<file path="src/shared/qrpf_params.svh">
// offsets, field positions, codes and reset values of the quadlet receive formatter
// assumes inclusion by bare name from design and bench files
`ifndef QRPF_PARAMS_SVH
`define QRPF_PARAMS_SVH

// register byte offsets
`define QR_OFS_CTRL       4'h0
`define QR_OFS_STATUS     4'h4
`define QR_OFS_RXFIFO     4'h8

// control register
`define QR_CTRL_EN_BIT    0
`define QR_CTRL_RESET     1'h1

// status register fields
`define QR_ST_NEMPTY_BIT  0
`define QR_ST_BUSY_BIT    1
`define QR_ST_CNT_HI      15
`define QR_ST_CNT_LO      8

// token field positions
`define QR_TK_PACKET_COMPLETE_FLAG_BIT   20
`define QR_TK_SPD_HI      18
`define QR_TK_SPD_LO      17
`define QR_TK_CNT_HI      15
`define QR_TK_CNT_LO      12
`define QR_TK_TCODE_HI    7
`define QR_TK_TCODE_LO    4
`define QR_TK_ACK_HI      3
`define QR_TK_ACK_LO      0

// transaction codes
`define QR_TC_WR_QUAD     4'h0
`define QR_TC_WR_RESP     4'h2
`define QR_TC_RD_QUAD     4'h4
`define QR_TC_RD_RESP_Q   4'h6
`define QR_TC_LOCK_RESP   4'hb

// speed codes
`define QR_SPD_100        2'h0
`define QR_SPD_200        2'h1
`define QR_SPD_400        2'h2

// data quadlet counts and fixed flags
`define QR_CNT_ONE        4'h1
`define QR_CNT_NONE       4'h0
`define QR_PACKET_COMPLETE_FLAG_LAST     1'h1
`define QR_RCODE_MASK     16'hf000

`endif

</file>
<file path="src/shared/qrpf_pkg.sv">
// types of the quadlet receive formatter
// assumes the params header on the include path
package qrpf_pkg;

   typedef struct packed {
      logic [9:0] bus;
      logic [5:0] node;
   } node_id_t;

   typedef struct packed {
      logic [1:0]  spd;
      logic [3:0]  ack;
      node_id_t    dest_id;
      logic [5:0]  tlabel;
      logic [1:0]  rt;
      logic [3:0]  tcode;
      logic [3:0]  prio;
      node_id_t    src_id;
      logic [15:0] offset_high;
      logic [31:0] offset_low;
      logic [31:0] data;
   } rx_packet_t;

   typedef enum logic [2:0] {
      ST_IDLE,
      ST_TOKEN,
      ST_DEST,
      ST_SRC,
      ST_OFFL,
      ST_DATA
   } state_t;

endpackage

</file>
<file path="src/quadlet_receive_packet_formatter.sv">
// receive formatter: turns a received quadlet packet into fifo quadlets
// assumes one packet per handshake from the link receiver, host on avalon-mm
`timescale 1ns/1ps
`include "qrpf_params.svh"

module quadlet_receive_packet_formatter
   import qrpf_pkg::*;
(
   input  wire logic        i_clk,
   input  wire logic        i_rst_n,
   input  wire rx_packet_t  i_pkt,
   input  wire logic        i_pkt_valid,
   output      logic        o_pkt_ready,
   input  wire logic [3:0]  i_avs_address,
   input  wire logic        i_avs_read,
   input  wire logic        i_avs_write,
   input  wire logic [31:0] i_avs_writedata,
   input  wire logic [3:0]  i_avs_byteenable,
   output      logic [31:0] o_avs_readdata,
   output      logic        o_avs_waitrequest
);

   state_t      state;
   state_t      next_state;
   rx_packet_t  pkt;
   logic        ctrl_en;
   logic [7:0]  pkt_cnt;

   // two-entry buffer
   logic [31:0] buf_mem [0:1];
   logic        wr_ptr;
   logic        rd_ptr;
   logic [1:0]  buf_cnt;

   // bus slave state
   logic        resp_q;
   logic        pop_ok_q;

   wire logic        accept;
   wire logic        has_data;
   wire logic        is_lock_resp;
   wire logic        buf_in_ready;
   wire logic        buf_out_valid;
   wire logic        push;
   wire logic        pop;
   wire logic [31:0] push_word;
   wire logic [31:0] token_word;
   wire logic [31:0] dest_word;
   wire logic [31:0] src_word;
   wire logic [15:0] off_high;
   wire logic [3:0]  data_count;
   wire logic        bus_req;
   wire logic        bus_take;
   wire logic        sel_ctrl;
   wire logic        sel_status;
   wire logic        sel_fifo;
   wire logic [31:0] status_word;
   wire logic [31:0] rd_mux;

   assign o_pkt_ready = (state == ST_IDLE) && ctrl_en;
   assign accept      = i_pkt_valid && o_pkt_ready;

   // payload only for write request and read response
   assign has_data = (pkt.tcode == `QR_TC_WR_QUAD) ||
                     (pkt.tcode == `QR_TC_RD_RESP_Q);
   // data quadlet count
   assign data_count = has_data ? `QR_CNT_ONE : `QR_CNT_NONE;

   assign token_word[31:`QR_TK_PACKET_COMPLETE_FLAG_BIT+1] = '0;
   assign token_word[`QR_TK_PACKET_COMPLETE_FLAG_BIT] = `QR_PACKET_COMPLETE_FLAG_LAST;
   assign token_word[`QR_TK_PACKET_COMPLETE_FLAG_BIT-1:`QR_TK_SPD_HI+1] = '0;
   assign token_word[`QR_TK_SPD_HI:`QR_TK_SPD_LO] = pkt.spd;
   assign token_word[`QR_TK_SPD_LO-1:`QR_TK_CNT_HI+1] = '0;
   assign token_word[`QR_TK_CNT_HI:`QR_TK_CNT_LO] = data_count;
   assign token_word[`QR_TK_CNT_LO-1:`QR_TK_TCODE_HI+1] = '0;
   assign token_word[`QR_TK_TCODE_HI:`QR_TK_TCODE_LO] = pkt.tcode;
   assign token_word[`QR_TK_ACK_HI:`QR_TK_ACK_LO] = pkt.ack;

   assign dest_word = {pkt.dest_id.bus, pkt.dest_id.node, pkt.tlabel,
                       pkt.rt, pkt.tcode, pkt.prio};

   assign is_lock_resp = (pkt.tcode == `QR_TC_LOCK_RESP);
   assign off_high = is_lock_resp ? (pkt.offset_high & `QR_RCODE_MASK)
                                  : pkt.offset_high;

   assign src_word = {pkt.src_id, off_high};

   assign push_word = (state == ST_TOKEN) ? token_word :
                      (state == ST_DEST)  ? dest_word  :
                      (state == ST_SRC)   ? src_word   :
                      (state == ST_OFFL)  ? pkt.offset_low :
                      pkt.data;

   assign push = (state != ST_IDLE) && buf_in_ready;

   // sequencer
   always_comb
   begin
      next_state = state;
      case (state)
         ST_IDLE:
            if (accept)
               next_state = ST_TOKEN;
         ST_TOKEN:
            if (push)
               next_state = ST_DEST;
         ST_DEST:
            if (push)
               next_state = ST_SRC;
         ST_SRC:
            if (push)
               next_state = ST_OFFL;
         ST_OFFL:
            if (push)
               next_state = has_data ? ST_DATA : ST_IDLE;
         ST_DATA:
            if (push)
               next_state = ST_IDLE;
         default:
            next_state = ST_IDLE;
      endcase
   end

   always_ff @(posedge i_clk or negedge i_rst_n)
   begin
      if (!i_rst_n)
         state <= ST_IDLE;
      else
         state <= next_state;
   end

   always_ff @(posedge i_clk or negedge i_rst_n)
   begin
      if (!i_rst_n)
         pkt <= '0;
      else if (accept)
         pkt <= i_pkt;
   end

   always_ff @(posedge i_clk or negedge i_rst_n)
   begin
      if (!i_rst_n)
         pkt_cnt <= '0;
      else if (accept)
         pkt_cnt <= pkt_cnt + 8'h01;
   end

   // two-entry buffer
   assign buf_in_ready  = (buf_cnt != 2'h2);
   assign buf_out_valid = (buf_cnt != 2'h0);

   always_ff @(posedge i_clk)
   begin
      if (push)
         buf_mem[wr_ptr] <= push_word;
   end

   always_ff @(posedge i_clk or negedge i_rst_n)
   begin
      if (!i_rst_n)
      begin
         wr_ptr  <= 1'b0;
         rd_ptr  <= 1'b0;
         buf_cnt <= 2'h0;
      end
      else
      begin
         if (push)
            wr_ptr <= ~wr_ptr;
         if (pop)
            rd_ptr <= ~rd_ptr;
         if (push && !pop)
            buf_cnt <= buf_cnt + 2'h1;
         else if (pop && !push)
            buf_cnt <= buf_cnt - 2'h1;
      end
   end

   // avalon slave: one wait cycle per access
   assign bus_req  = i_avs_read || i_avs_write;
   assign bus_take = bus_req && resp_q;
   assign o_avs_waitrequest = bus_req && !resp_q;

   assign sel_ctrl   = (i_avs_address == `QR_OFS_CTRL);
   assign sel_status = (i_avs_address == `QR_OFS_STATUS);
   assign sel_fifo   = (i_avs_address == `QR_OFS_RXFIFO);

   assign status_word = {16'h0000, pkt_cnt, 6'h00,
                         (state != ST_IDLE), buf_out_valid};

   assign rd_mux = sel_ctrl   ? {31'h0, ctrl_en} :
                   sel_status ? status_word :
                   (sel_fifo && buf_out_valid) ? buf_mem[rd_ptr] :
                   32'h0000_0000;

   assign pop = bus_take && i_avs_read && sel_fifo && pop_ok_q;

   always_ff @(posedge i_clk or negedge i_rst_n)
   begin
      if (!i_rst_n)
         resp_q <= 1'b0;
      else
         resp_q <= bus_req && !resp_q;
   end

   always_ff @(posedge i_clk or negedge i_rst_n)
   begin
      if (!i_rst_n)
      begin
         o_avs_readdata <= '0;
         pop_ok_q       <= 1'b0;
      end
      else if (i_avs_read && !resp_q)
      begin
         o_avs_readdata <= rd_mux;
         pop_ok_q       <= sel_fifo && buf_out_valid;
      end
   end

   always_ff @(posedge i_clk or negedge i_rst_n)
   begin
      if (!i_rst_n)
         ctrl_en <= `QR_CTRL_RESET;
      else if (bus_take && i_avs_write && sel_ctrl && i_avs_byteenable[0])
         ctrl_en <= i_avs_writedata[`QR_CTRL_EN_BIT];
   end

   AST_TOKEN_FIRST:
   assert property (@(posedge i_clk) disable iff (!i_rst_n)
      accept |=> (state == ST_TOKEN) && $stable(buf_cnt) || pop)
      else $error("token not first after accept");

   AST_TOKEN_COUNT:
   assert property (@(posedge i_clk) disable iff (!i_rst_n)
      push && (state == ST_TOKEN) |->
      push_word[`QR_TK_CNT_HI:`QR_TK_CNT_LO] ==
      ((pkt.tcode == `QR_TC_WR_QUAD || pkt.tcode == `QR_TC_RD_RESP_Q)
       ? 4'h1 : 4'h0))
      else $error("token count wrong");

   AST_TOKEN_PACKET_COMPLETE_FLAG:
   assert property (@(posedge i_clk) disable iff (!i_rst_n)
      push && (state == ST_TOKEN) |-> push_word[`QR_TK_PACKET_COMPLETE_FLAG_BIT])
      else $error("packet complete flag clear");

   AST_TOKEN_SPD_ACK:
   assert property (@(posedge i_clk) disable iff (!i_rst_n)
      push && (state == ST_TOKEN) |->
      push_word[`QR_TK_SPD_HI:`QR_TK_SPD_LO] == pkt.spd &&
      push_word[`QR_TK_ACK_HI:`QR_TK_ACK_LO] == pkt.ack)
      else $error("token speed or ack wrong");

   AST_TOKEN_RESERVED:
   assert property (@(posedge i_clk) disable iff (!i_rst_n)
      push && (state == ST_TOKEN) |-> push_word[31:21] == 11'h000 &&
      push_word[19] == 1'b0 && push_word[16] == 1'b0 && push_word[11:8] == 4'h0)
      else $error("token reserved bits set");

   AST_CAPTURE_ACK:
   assert property (@(posedge i_clk) disable iff (!i_rst_n)
      accept |=> pkt.ack == $past(i_pkt.ack) && pkt.spd == $past(i_pkt.spd))
      else $error("returned ack code not captured");

   AST_LABEL_KEEP:
   assert property (@(posedge i_clk) disable iff (!i_rst_n)
      accept |=> pkt.tlabel == $past(i_pkt.tlabel) && pkt.rt == $past(i_pkt.rt))
      else $error("transaction label altered");

   AST_RETRY_POS:
   assert property (@(posedge i_clk) disable iff (!i_rst_n)
      push && (state == ST_DEST) |-> push_word[9:8] == pkt.rt && push_word[3:0] == pkt.prio)
      else $error("retry code misplaced");

   AST_SRC_KEEP:
   assert property (@(posedge i_clk) disable iff (!i_rst_n)
      accept |=> pkt.src_id == $past(i_pkt.src_id))
      else $error("source id not captured");

   AST_TCODE_BOTH:
   assert property (@(posedge i_clk) disable iff (!i_rst_n)
      push && (state == ST_TOKEN) |=>
      (state == ST_DEST) && dest_word[7:4] == $past(push_word[7:4]))
      else $error("tcode mismatch token header");

   AST_DEST_POS:
   assert property (@(posedge i_clk) disable iff (!i_rst_n)
      push && (state == ST_DEST) |->
      push_word[31:16] == pkt.dest_id && push_word[15:10] == pkt.tlabel)
      else $error("destination quadlet wrong");

   AST_SRC_POS:
   assert property (@(posedge i_clk) disable iff (!i_rst_n)
      push && (state == ST_SRC) |-> push_word[31:16] == pkt.src_id)
      else $error("source quadlet wrong");

   AST_OFF_LOW:
   assert property (@(posedge i_clk) disable iff (!i_rst_n)
      push && (state == ST_OFFL) |-> push_word == pkt.offset_low)
      else $error("offset low quadlet wrong");

   AST_OFF_HIGH:
   assert property (@(posedge i_clk) disable iff (!i_rst_n)
      push && (state == ST_SRC) && !is_lock_resp |-> push_word[15:0] == pkt.offset_high)
      else $error("offset high half wrong");

   AST_DATA_FIFTH:
   assert property (@(posedge i_clk) disable iff (!i_rst_n)
      push && (state == ST_DATA) |-> has_data && push_word == pkt.data)
      else $error("fifth quadlet wrong");

   AST_NO_FIFTH:
   assert property (@(posedge i_clk) disable iff (!i_rst_n)
      push && (state == ST_OFFL) && !has_data |=> (state == ST_IDLE))
      else $error("fifth quadlet without payload");

   AST_LOCK_RCODE:
   assert property (@(posedge i_clk) disable iff (!i_rst_n)
      push && (state == ST_SRC) && is_lock_resp |-> push_word[11:0] == 12'h000)
      else $error("lock response reserved bits set");

   // never push into a full buffer
   AST_NO_OVERFLOW:
   assert property (@(posedge i_clk) disable iff (!i_rst_n)
      (buf_cnt == 2'h2) && !pop |=> (buf_cnt == 2'h2))
      else $error("buffer lost a quadlet");

   AST_POP_NONEMPTY:
   assert property (@(posedge i_clk) disable iff (!i_rst_n)
      pop |-> buf_out_valid)
      else $error("pop from empty buffer");

endmodule

</file>
<file path="config.mk">
export PLATFORM = sky130hd
export DESIGN_NAME = quadlet_receive_packet_formatter
export DESIGN_NICKNAME = d
export VERILOG_FILES = /design/src/shared/qrpf_pkg.sv /design/src/quadlet_receive_packet_formatter.sv
export VERILOG_INCLUDE_DIRS = /design/src /design/src/shared
export SDC_FILE = /design/constraint.sdc
export NUM_CORES = 1
export LEC_CHECK = 0
export ABC_AREA = 1
export ABC_CLOCK_PERIOD_IN_PS = 4000
export BUFFER_PORTS_ARGS = -buffer_cell sky130_fd_sc_hd__buf_4
export CORE_MARGIN = 3
export CORE_UTILIZATION = 50
export DETAILED_ROUTE_END_ITERATION = 10
export MAX_ROUTING_LAYER = met4
export PLACE_DENSITY = 0.73
export SLEW_MARGIN = 40
export SYNTH_ARGS = -nofsm -noshare
export SYNTH_HDL_FRONTEND = slang
export SYNTH_SLANG_ARGS = --single-unit
</file>
<file path="constraint.sdc">
create_clock -name i_clk -period 4 [get_ports i_clk]
set_clock_uncertainty 0.2 [all_clocks]
set_input_delay 0 -clock i_clk [delete_from_list [all_inputs] [get_ports i_clk]]
set_output_delay 0 -clock i_clk [all_outputs]
set_load 0.01 [all_outputs]
</file>
# Word-level counts from Yosys, hierarchy flattened
# Memory sizes are Yosys's and may differ from the RTL's.
# Cells that the tools add are included.
dict set report totals {
  reg_bits 184
  mem_bits_rw 64
  input_bits 179
  out_inout_bits 34
  memories 1
}
# memory depth word_bits read_ports rd_ports_with_merged_regs write_ports line_no
set mem_list {}
lappend mem_list {buf_mem 2 32 1 0 1 quadlet_receive_packet_formatter.sv:30} ;# logic [31:0] buf_mem [0:1];
dict set report op_classes {
  n_addsub 3
  eq_ne 16
  mux 21
  bitwise 2
  n_reduce_logical 27
}
# op n
set ops {}
lappend ops {{two-way mux 32 bit} 7}
lappend ops {{two-way mux 3 bit} 7}
lappend ops {{case mux 3 bit (6 select lines)} 1}
lappend ops {{logical AND 1 bit} 15}
lappend ops {{!= test 2 bit, second input constant} 7}
lappend ops {{two-way mux 12 bit} 1}
lappend ops {{adder 8 x 1 -> 8 bit, second input constant} 1}
lappend ops {{equality test 4 x 3 -> 1 bit, second input constant} 2}
lappend ops {{equality test 4 bit, second input constant} 2}
lappend ops {{logical NOT 4 bit} 2}
lappend ops {{equality test 3 x 2 -> 1 bit, second input constant} 2}
lappend ops {{equality test 3 bit, second input constant} 2}
lappend ops {{AND reduction 6 bit} 1}
lappend ops {{two-way mux 2 bit} 2}
lappend ops {{nonzero test 2 bit} 2}
lappend ops {{equality test 3 x 1 -> 1 bit, second input constant} 1}
lappend ops {{logical NOT 1 bit} 3}
lappend ops {{logical NOT 3 bit} 1}
lappend ops {{two-way mux 1 bit} 3}
lappend ops {{nonzero test 3 bit} 1}
lappend ops {{adder 2 x 1 -> 2 bit, second input constant} 1}
lappend ops {{logical OR 1 bit} 2}
lappend ops {{NOT 1 bit} 2}
lappend ops {{subtractor 2 x 1 -> 2 bit, second input constant} 1}

# Longest topological paths before layout
# Gate-level depths: netlist (run 1).
dict set report logic_depth {
  depth_word 8
  mapped_depth 10
}

# Least setup slack after synthesis (run 1)
# No wires, ideal clock.
dict set report synth_path {
  path_type {flip-flop to flip-flop}
  startpoint {register state[0]}
  endpoint {memory buf_mem[1][0], enable pin}
  arrival_time_ns 2.094
  t_required_ns 3.378
  path_slack_ns 1.284
  path_stages_with_launch 6
  synth_period_minus_slack_ns 2.716
  cell_sequence {dfrtp_1 -> buf_2 -> nor2_2 -> nand2_2 -> nand2_1 -> nor2_1}
}
dict set report synth_via {
  elab_chain_len 4
}
# item line_no
set synth_rtl {}
lappend synth_rtl {{from (decl)} quadlet_receive_packet_formatter.sv:23} ;# state_t state;
lappend synth_rtl {{from (signal assigned)} quadlet_receive_packet_formatter.sv:129} ;# state <= next_state;
lappend synth_rtl {{nonzero test 3 bit} quadlet_receive_packet_formatter.sv:94} ;# assign push = (state != ST_IDLE) && buf_in_ready;
lappend synth_rtl {{logical AND 1 bit} quadlet_receive_packet_formatter.sv:94}
lappend synth_rtl {{two-way mux 1 bit} quadlet_receive_packet_formatter.sv:154} ;# if (push)
lappend synth_rtl {{two-way mux 1 bit (implied by the code)} quadlet_receive_packet_formatter.sv:155} ;# buf_mem[wr_ptr] <= push_word;
lappend synth_rtl {{to (decl)} quadlet_receive_packet_formatter.sv:30}
# Every way passes these cells.

# Worst setup path after layout (run 1)
dict set report layout_path {
  startpoint {register state[2]}
  endpoint {register pkt (netlist bit dest_word[28])}
}
dict set report layout_via {
  elab_chain_len 3
}
# item line_no
set layout_rtl {}
lappend layout_rtl {{logical NOT 3 bit} quadlet_receive_packet_formatter.sv:60} ;# assign o_pkt_ready = (state == ST_IDLE) && ctrl_en;
lappend layout_rtl {{logical AND 1 bit} quadlet_receive_packet_formatter.sv:60}
lappend layout_rtl {{logical AND 1 bit} quadlet_receive_packet_formatter.sv:61} ;# assign accept = i_pkt_valid && o_pkt_ready;
lappend layout_rtl {{to (signal assigned)} quadlet_receive_packet_formatter.sv:137} ;# pkt <= i_pkt;
lappend layout_rtl {{to (decl)} quadlet_receive_packet_formatter.sv:25} ;# rx_packet_t pkt;
# Every way passes these cells.
# A chain may end at the register's enable or synchronous reset.

==> metrics.txt, run 1 <==
# TYPE chip_impl_metric gauge
chip_impl_metric{name="timing.fmax",unit="GHz"} 0.293
chip_impl_metric{name="port-buffer-count",unit=""} 178
chip_impl_metric{name="mappedNetlistArea",unit="um^2"} 11000
chip_impl_metric{name="cts_buffers",unit=""} 26
chip_impl_metric{name="clkTransAtPathRegs",unit="ns"} 0.06
chip_impl_metric{name="power_density",unit="nW/um^2"} 720
chip_impl_metric{name="power_switching_share",unit="%"} 37.4
chip_impl_metric{name="design_power_total",unit="mW"} 11.0
chip_impl_metric{name="clock_tree.buffer_depth",unit=""} 3
chip_impl_metric{name="final.fill_count",unit=""} 1519
chip_impl_info{name="critical_path.startpoint_type",value="flip-flop"} 1
chip_impl_metric{name="final.period_utilization",unit="%"} 85.5
chip_impl_metric{name="wl_per_cell",unit="um"} 15.9
chip_impl_metric{name="chipHeight",unit="um"} 155
chip_impl_metric{name="clockPowerShare",unit="%"} 20.8
chip_impl_metric{name="place.detailed.hpwl",unit="um"} 17900
chip_impl_metric{name="finalInstanceArea",unit="um^2"} 15300
chip_impl_metric{name="first_global_vias",unit=""} 9884
chip_impl_metric{name="pwr-share-comb",unit="%"} 38.3
chip_impl_metric{name="synth_fp_nets",unit=""} 1508
chip_impl_metric{name="placement.cell_area",unit="um^2"} 12600
chip_impl_metric{name="power.sequential.fraction",unit="%"} 40.9
chip_impl_metric{name="layout.nets",unit=""} 1856
chip_impl_metric{name="route.vias.total",unit=""} 10004
chip_impl_info{name="yosys-top-cells-count",value="sky130_fd_sc_hd__nand2_1, sky130_fd_sc_hd__dfrtp_1, sky130_fd_sc_hd__nand3_1, sky130_fd_sc_hd__inv_1, sky130_fd_sc_hd__edfxtp_1"} 1
chip_impl_info{name="synth_area_leader_cell",value="sky130_fd_sc_hd__dfrtp_1"} 1
chip_impl_metric{name="io-pin-count",unit=""} 213
chip_impl_metric{name="finalHoldViolations",unit=""} 0
chip_impl_metric{name="final_core_util",unit="%"} 71.8
chip_impl_metric{name="ys_async_sr_fraction",unit="%"} 74.2
chip_impl_info{name="cts_tree",value="built"} 1
chip_impl_info{name="ctsRootBufferMaster",value="sky130_fd_sc_hd__clkbuf_16"} 1
chip_impl_info{name="count_leader_synth",value="sky130_fd_sc_hd__nand2_1"} 1
chip_impl_metric{name="synth-seq-cells",unit=""} 248
chip_impl_metric{name="wire_length_of_the_first_global_routing_pass",unit="um"} 50900
chip_impl_metric{name="place.gp.congestion",unit=""} 0.855
chip_impl_metric{name="groute.usage.overall",unit="%"} 27.3
chip_impl_metric{name="cellInternalPower",unit="mW"} 6.92
chip_impl_metric{name="power.leakage",unit="nW"} 7.79
chip_impl_metric{name="report.final.slew_viol_count",unit=""} 0
chip_impl_metric{name="slew-limit-headroom",unit="%"} 49.1
chip_impl_info{name="cp-end-kind",value="flip-flop"} 1
chip_impl_metric{name="globalRouteOverflowTotal",unit=""} 0
chip_impl_metric{name="grt_antenna_before_repair",unit=""} 3
chip_impl_metric{name="via_per_inst",unit=""} 5.07
chip_impl_metric{name="post_synth_inst_count",unit=""} 1327
chip_impl_metric{name="drt_first_pass_iters",unit=""} 5
chip_impl_metric{name="cts_sinks",unit=""} 248
chip_impl_metric{name="route.detailed.drc",unit=""} 0
chip_impl_metric{name="worst_slew_pin_tran",unit="ns"} 0.762
chip_impl_metric{name="setup_total_negative_slack",unit="ns"} 0
chip_impl_metric{name="grt_start_max_net_pins",unit=""} 158
chip_impl_info{name="worstSetupPathType",value="reg2reg"} 1
chip_impl_info{name="ys_top_cells_by_area",value="sky130_fd_sc_hd__dfrtp_1, sky130_fd_sc_hd__nand2_1, sky130_fd_sc_hd__edfxtp_1"} 1
chip_impl_metric{name="vdd_ir_drop_max",unit="mV"} 0.379
chip_impl_metric{name="seq_area_frac_synth",unit="%"} 59.2
chip_impl_metric{name="report.final.setup_viol",unit=""} 0
chip_impl_metric{name="start_util",unit="%"} 51.7
chip_impl_metric{name="die_w",unit="um"} 155
chip_impl_metric{name="yosysWarnings",unit=""} 0
chip_impl_metric{name="layout-drive-gt1-share",unit="%"} 14.3
chip_impl_metric{name="area.growth.synth_to_final",unit="%"} 39.0
chip_impl_metric{name="route.antenna.remaining_nets",unit=""} 0
chip_impl_metric{name="post_cts_resized",unit=""} 0
chip_impl_info{name="run_status",value="completed"} 1
chip_impl_metric{name="dr.first_iter.drc_count",unit=""} 849
chip_impl_info{name="hold_path.class",value="in2reg"} 1
chip_impl_metric{name="critPathArrivalTime",unit="ns"} 3.67
chip_impl_metric{name="num_rows",unit=""} 53
chip_impl_info{name="unrepaired_setup_endpoints_after_global_routing",value="false"} 1
chip_impl_metric{name="cts.htree.levels",unit=""} 1
chip_impl_metric{name="routed_wirelength",unit="um"} 31400
chip_impl_metric{name="cp.required",unit="ns"} 4.25
chip_impl_info{name="ys.flop_type",value="sky130_fd_sc_hd__dfrtp_1"} 1
chip_impl_metric{name="path_max_fanout",unit=""} 157
chip_impl_metric{name="clk_latency",unit="ns"} 0.53
chip_impl_metric{name="syn_area_per_cell",unit="um^2"} 8.31
chip_impl_metric{name="synth_largest_type_area_fraction",unit="%"} 41.5
chip_impl_metric{name="max_cap_violations",unit=""} 0
chip_impl_metric{name="synth.distinct_cells",unit=""} 26
chip_impl_metric{name="final_period_minus_worst_setup_slack",unit="ns"} 3.42
chip_impl_metric{name="synth_enable_flop_cells",unit=""} 64
chip_impl_metric{name="fp.coreArea",unit="um^2"} 21400
chip_impl_metric{name="netSwitchingPower",unit="mW"} 4.13
chip_impl_metric{name="die_area",unit="um^2"} 23900
[layer usage]
metal  wire length, um  up-vias  global-route usage [%]
met5                 0        -                       -
met4               920        0                    7.91
met3              2280       77                    3.61
met2             14800      425                    43.1
met1             13300     4652                    37.5
li1                  -     4850                       -
[timing repair]
action                                 in CTS  in global routing
setup endpoints to repair                   0                  0
endpoints found under the hold margin     338                  0
hold buffers                              194                  0
buffers inserted                            0                  0
[layout by cell type, fill, tap and decap left out]
master	Yosys	routed
sky130_fd_sc_hd__inv_1	85	84
sky130_fd_sc_hd__nand4_1	4	4
sky130_fd_sc_hd__o211ai_1	1	1
sky130_fd_sc_hd__buf_8	0	1
sky130_fd_sc_hd__nand2_1	653	653
sky130_fd_sc_hd__edfxtp_1	64	64
sky130_fd_sc_hd__nor2_4	1	2
sky130_fd_sc_hd__inv_2	0	1
sky130_fd_sc_hd__diode_2	0	3
sky130_fd_sc_hd__buf_4	0	189
sky130_fd_sc_hd__dfstp_2	1	1
sky130_fd_sc_hd__xor2_1	4	4
sky130_fd_sc_hd__dlygate4sd3_1	0	193
sky130_fd_sc_hd__a21oi_1	58	58
sky130_fd_sc_hd__dfrtp_1	183	183
sky130_fd_sc_hd__buf_16	0	2
sky130_fd_sc_hd__xnor2_1	1	1
sky130_fd_sc_hd__clkbuf_8	0	6
sky130_fd_sc_hd__nand3b_1	2	2
sky130_fd_sc_hd__ha_1	2	2
sky130_fd_sc_hd__clkinv_2	1	2
sky130_fd_sc_hd__clkbuf_1	25	13
sky130_fd_sc_hd__inv_4	0	1
sky130_fd_sc_hd__nor2_2	2	4
sky130_fd_sc_hd__nand3_1	87	87
sky130_fd_sc_hd__nand2_4	0	1
sky130_fd_sc_hd__o21ai_0	59	59
sky130_fd_sc_hd__clkinv_1	2	2
sky130_fd_sc_hd__buf_12	0	2
sky130_fd_sc_hd__or2_2	1	1
sky130_fd_sc_hd__nor2_1	46	43
sky130_fd_sc_hd__nand2_2	2	1
sky130_fd_sc_hd__clkbuf_16	0	28
[critical path, cell delays in order (launching register included)]
cell and delay, ns:
sky130_fd_sc_hd__dfrtp_1 0.49, sky130_fd_sc_hd__inv_1 0.20, sky130_fd_sc_hd__nand2_2 0.16, sky130_fd_sc_hd__nor2_4 0.15, sky130_fd_sc_hd__nand2_4 0.30, sky130_fd_sc_hd__inv_4 0.36, sky130_fd_sc_hd__buf_12 0.47, sky130_fd_sc_hd__nand2_1 0.21
sky130_fd_sc_hd__nand2_1 0.10, sky130_fd_sc_hd__dlygate4sd3_1 0.56
[power groups by stage]
stage	Clock [mW]	Combinational, mW	Sequential, mW
after global routing	2.44	4.74	4.63
after CTS	2.34	4.11	4.50
after floorplan	0	2.60	4.42
after global placement	0	3.52	4.50
after detailed placement	0	3.67	4.53
final	2.30	4.23	4.51
[final cells by class]
| class | instances | area (um^2) | share of cell area (%) |
|---|---|---|---|
| well taps | 275 | 344 | 2.24 |
| flip-flops and latches | 248 | 6530 | 42.6 |
| inverters | 88 | 333 | 2.17 |
| clock inverters | 2 | 10.0 | 0.0653 |
| repair buffers | 388 | 3490 | 22.7 |
| multi-input cells | 923 | 3820 | 24.9 |
| clock buffers | 46 | 807 | 5.26 |
| diodes | 3 | 7.51 | 0.0490 |
[through the flow]
step	instances	setup WS, ns	hold WS [ns]
2_1_floorplan	1327	1.28	-0.496
3_3_place_gp	1726	1.27	-0.00374
3_5_place_dp	1728	1.24	-0.169
4_1_cts	1970	0.731	0.0000132
5_1_grt	1973	0.469	0.0323
6_report	1973	0.581	0.0225
[registers in the layout, indices dropped and copies added (netlist names)]
register	flops
state	3
o_avs_readdata	32
ctrl_en	1
resp_q	1
buf_mem	64
pkt_cnt	8
buf_cnt	2
pkt	102
pop_ok_q	1
rd_ptr	1
wr_ptr	1
dest_word	32
[final timing paths]
kind / from / to / slack, ns / cells after the start
worst max register to register: state[2]$_DFFE_PN0P_ / dest_word[28]$_DFFE_PN0P_ / 0.58 / 9
worst min register to register: pkt[51]$_DFFE_PN0P_ / pkt[51]$_DFFE_PN0P_ / 0.28 / 2
worst min-delay path: i_pkt[25] / pkt[25]$_DFFE_PN0P_ / 0.02 / 4
max in group asynchronous: i_rst_n / pkt[38]$_DFFE_PN0P_ / 2.61 / 4
min in group asynchronous: i_rst_n / ctrl_en$_DFFE_PN1P_ / 0.41 / 3
worst max-delay path: state[2]$_DFFE_PN0P_ / dest_word[28]$_DFFE_PN0P_ / 0.58 / 9
[logic make-up (layout without fill, tap and decap cells)]
logic type / count (synthesis) / in the layout / synth area share, %
and+or+nand+nor: 798 / 798 / 28.5
AOI/OAI and AO/OA: 118 / 118 / 5.38
adders and majority gates: 2 / 2 / 0.227
buffers and inverters: 156 / 524 / 6.34
other: 0 / 3 / 0
DFF: 248 / 248 / 59.2
xor gates and xnor gates: 5 / 5 / 0.397
Note: power is estimated with default switching activity, not from simulation.
==> run 2: changes to the inputs <==
--- a/config.mk
+++ b/config.mk
@@ -9,7 +9,7 @@
 export ABC_AREA = 1
 export ABC_CLOCK_PERIOD_IN_PS = 4000
 export BUFFER_PORTS_ARGS = -buffer_cell sky130_fd_sc_hd__buf_4
-export CORE_MARGIN = 3
+export CORE_MARGIN = 10
 export CORE_UTILIZATION = 50
 export DETAILED_ROUTE_END_ITERATION = 10
 export MAX_ROUTING_LAYER = met4
==> run 2 against run 1 <==
Against the previous run: core utilization fell by 1.2 points; sequential power about the same; count of clock-buffer cells in the layout decreased by 12; critical path depth unchanged; non-clock buffer count decreased by 6; critical endpoint is now dest_word[8]$_DFFE_PN0P_; largest power group unchanged.
==> metrics.txt, run 2 (synthesis gave the netlist of run 1 again) <==
# TYPE chip_impl_metric gauge
chip_impl_info{name="run_status",value="completed"} 1
chip_impl_metric{name="drt_first_pass_iters",unit=""} 5
chip_impl_metric{name="cts.htree.levels",unit=""} 1
chip_impl_metric{name="routed_wirelength",unit="um"} 32700
chip_impl_metric{name="fp.coreArea",unit="um^2"} 21800
chip_impl_metric{name="start_util",unit="%"} 50.7
chip_impl_metric{name="critPathArrivalTime",unit="ns"} 3.52
chip_impl_metric{name="cts_buffers",unit=""} 26
chip_impl_info{name="setup.worst_path.end",value="dest_word[8]$_DFFE_PN0P_"} 1
chip_impl_metric{name="grt_start_max_net_pins",unit=""} 126
chip_impl_metric{name="io-pin-count",unit=""} 213
chip_impl_info{name="max_flop_register",value="pkt"} 1
chip_impl_metric{name="final_period_minus_worst_setup_slack",unit="ns"} 3.26
chip_impl_info{name="regToRegEndpoint",value="dest_word[8]$_DFFE_PN0P_"} 1
chip_impl_info{name="regToRegStartpoint",value="state[0]$_DFFE_PN0P_"} 1
chip_impl_metric{name="place.gp.congestion",unit=""} 0.878
chip_impl_metric{name="wl_per_cell",unit="um"} 16.6
chip_impl_metric{name="cts_sinks",unit=""} 248
chip_impl_info{name="largestRegisters",value="pkt x102, buf_mem x64"} 1
chip_impl_metric{name="final_core_util",unit="%"} 70.6
chip_impl_metric{name="reg2reg_slack",unit="ns"} 0.74
chip_impl_info{name="worstSetupPathType",value="reg2reg"} 1
chip_impl_info{name="timing.critical_path.cells",value="nor2_2 -> nand2_2 -> nor2_4 -> nand2_4 -> inv_4 -> buf_4 -> nand2_1 -> nand2_1 -> dlygate4sd3_1"} 1
chip_impl_metric{name="final.period_utilization",unit="%"} 81.6
chip_impl_metric{name="final.fill_count",unit=""} 1552
chip_impl_metric{name="finalHoldViolations",unit=""} 0
chip_impl_metric{name="cp.required",unit="ns"} 4.26
chip_impl_info{name="mostFrequentLayoutCells",value="sky130_fd_sc_hd__nand2_1, sky130_fd_sc_hd__buf_4, sky130_fd_sc_hd__dlygate4sd3_1"} 1
chip_impl_metric{name="worst_slew_pin_tran",unit="ns"} 0.796
chip_impl_metric{name="report.final.setup_viol",unit=""} 0
chip_impl_info{name="cp-end-kind",value="flip-flop"} 1
chip_impl_metric{name="globalRouteOverflowTotal",unit=""} 0
chip_impl_metric{name="grt_antenna_before_repair",unit=""} 2
chip_impl_metric{name="route.antenna.remaining_nets",unit=""} 0
chip_impl_metric{name="via_per_inst",unit=""} 5.10
chip_impl_metric{name="power_density",unit="nW/um^2"} 736
chip_impl_metric{name="layout-drive-gt1-share",unit="%"} 14.9
chip_impl_metric{name="max_cap_violations",unit=""} 0
chip_impl_metric{name="clock_tree.buffer_depth",unit=""} 3
chip_impl_metric{name="highest_cell_delay_on_the_worst_timing_path",unit="ns"} 0.55
chip_impl_metric{name="report.final.slew_viol_count",unit=""} 0
chip_impl_metric{name="area.growth.synth_to_final",unit="%"} 39.2
chip_impl_metric{name="placement.cell_area",unit="um^2"} 12600
chip_impl_metric{name="die_area",unit="um^2"} 28400
chip_impl_metric{name="num_rows",unit=""} 54
chip_impl_info{name="ctsRootBufferMaster",value="sky130_fd_sc_hd__clkbuf_16"} 1
chip_impl_metric{name="path_max_fanout",unit=""} 63
chip_impl_metric{name="clkTransAtPathRegs",unit="ns"} 0.06
chip_impl_metric{name="layout.nets",unit=""} 1850
chip_impl_metric{name="port-buffer-count",unit=""} 178
chip_impl_info{name="mostFrequentLayoutCell",value="sky130_fd_sc_hd__nand2_1"} 1
chip_impl_info{name="critical_path.startpoint_type",value="flip-flop"} 1
chip_impl_metric{name="place.detailed.hpwl",unit="um"} 19500
chip_impl_metric{name="chipHeight",unit="um"} 169
chip_impl_metric{name="slew-limit-headroom",unit="%"} 46.8
chip_impl_metric{name="clk_latency",unit="ns"} 0.52
chip_impl_metric{name="die_w",unit="um"} 169
chip_impl_metric{name="vdd_ir_drop_max",unit="mV"} 0.376
chip_impl_metric{name="timing.fmax",unit="GHz"} 0.307
chip_impl_metric{name="route.detailed.drc",unit=""} 0
chip_impl_info{name="critical_path.most_common_cell",value="sky130_fd_sc_hd__nand2_1"} 1
chip_impl_metric{name="finalInstanceArea",unit="um^2"} 15400
chip_impl_info{name="hold_path.class",value="in2reg"} 1
chip_impl_info{name="cts_tree",value="built"} 1
chip_impl_info{name="cell_with_the_largest_stage_delay_on_the_worst_path",value="sky130_fd_sc_hd__dlygate4sd3_1"} 1
chip_impl_info{name="unrepaired_setup_endpoints_after_global_routing",value="false"} 1
chip_impl_metric{name="route.vias.total",unit=""} 10062
chip_impl_metric{name="largest_reg_flops",unit=""} 102
chip_impl_metric{name="setup_total_negative_slack",unit="ns"} 0
chip_impl_info{name="startpoint",value="state[0]$_DFFE_PN0P_"} 1
chip_impl_metric{name="wire_length_of_the_first_global_routing_pass",unit="um"} 53200
chip_impl_metric{name="groute.usage.overall",unit="%"} 23.2
chip_impl_metric{name="power.leakage",unit="nW"} 7.79
chip_impl_metric{name="reg2regPathDepth",unit=""} 9
chip_impl_metric{name="first_global_vias",unit=""} 10336
chip_impl_metric{name="dr.first_iter.drc_count",unit=""} 848
==> run 2: cell types whose count changed in the layout (fill, tap and decap cells not counted), moves of 2 or more <==
| cell | delta |
|---|---|
| sky130_fd_sc_hd__buf_4 | +4 |
| sky130_fd_sc_hd__bufinv_16 | +4 |
| sky130_fd_sc_hd__clkbuf_1 | -8 |
| sky130_fd_sc_hd__clkbuf_8 | -4 |
| sky130_fd_sc_hd__clkinv_1 | +2 |
| sky130_fd_sc_hd__clkinv_2 | +3 |
| sky130_fd_sc_hd__clkinvlp_4 | +2 |
| sky130_fd_sc_hd__dlygate4sd3_1 | -9 |
==> run 2: worst min path at each step <==
stage / from / cells after the start / slack, ns / end
after floorplan: i_rst_n / 0 / -0.50 / buf_cnt[0]$_DFFE_PN0P_
after global placement: i_pkt[118] / 3 / -0.005 / dest_word[22]$_DFFE_PN0P_
after detailed placement: i_rst_n / 1 / -0.14 / pkt[43]$_DFFE_PN0P_
after CTS: i_pkt[2] / 4 / 0.0004 / pkt[2]$_DFFE_PN0P_
after global routing: i_pkt[44] / 4 / 0.03 / pkt[44]$_DFFE_PN0P_
final: i_pkt[12] / 4 / 0.005 / pkt[12]$_DFFE_PN0P_
==> run 2: area by class of cell <==
type | instances | area (um^2) | area share, %
clock inverters | 14 | 176 | 1.15
diodes | 3 | 7.51 | 0.0489
repair buffers | 382 | 3410 | 22.2
flip-flops and latches | 248 | 6530 | 42.5
clock buffers | 34 | 722 | 4.70
inverters | 88 | 333 | 2.17
multi-input cells | 923 | 3830 | 24.9
well taps | 280 | 350 | 2.28
==> run 2: routing by layer <==
metal / routed length, um / GRT usage (%)
met5: 0 / -
met4: 898 / 7.23
met1: 13800 / 30.5
met3: 2140 / 3.22
met2: 15800 / 36.8
==> run 2: through the flow <==
stage	setup WS [ns]	instances	total power, mW	hold WS (ns)
after floorplan	1.28	1327	7.02	-0.496
after global placement	1.31	1735	8.07	-0.00450
after detailed placement	1.26	1737	8.27	-0.145
after CTS	0.850	1969	11.2	0.000371
after global routing	0.549	1971	12.1	0.0288
final	0.738	1972	11.3	0.00528
==> run 2: power by group <==
part | internal, mW | leakage, nW | switching (mW) | total [mW]
clock | 1.53 | 0.437 | 0.981 | 2.51
sequential | 4.02 | 2.94 | 0.499 | 4.52
combinational | 1.56 | 4.42 | 2.73 | 4.28
==> run 2: worst max-delay path: cells and delay by family (launching register included) <==
| family | cells | cell delay (ns) |
|---|---|---|
| buffers and inverters | 3 | 1.51 |
| AND/OR/NAND/NOR | 6 | 0.93 |
| flip-flops | 1 | 0.47 |
==> run 2: repair_timing <==
item | in CTS | in global routing
hold buffers | 184 | 0
endpoints found under the hold margin | 341 | 0
endpoints found under the setup margin | 0 | 0
buffers inserted | 0 | 0
gates resized for setup | 0 | 0
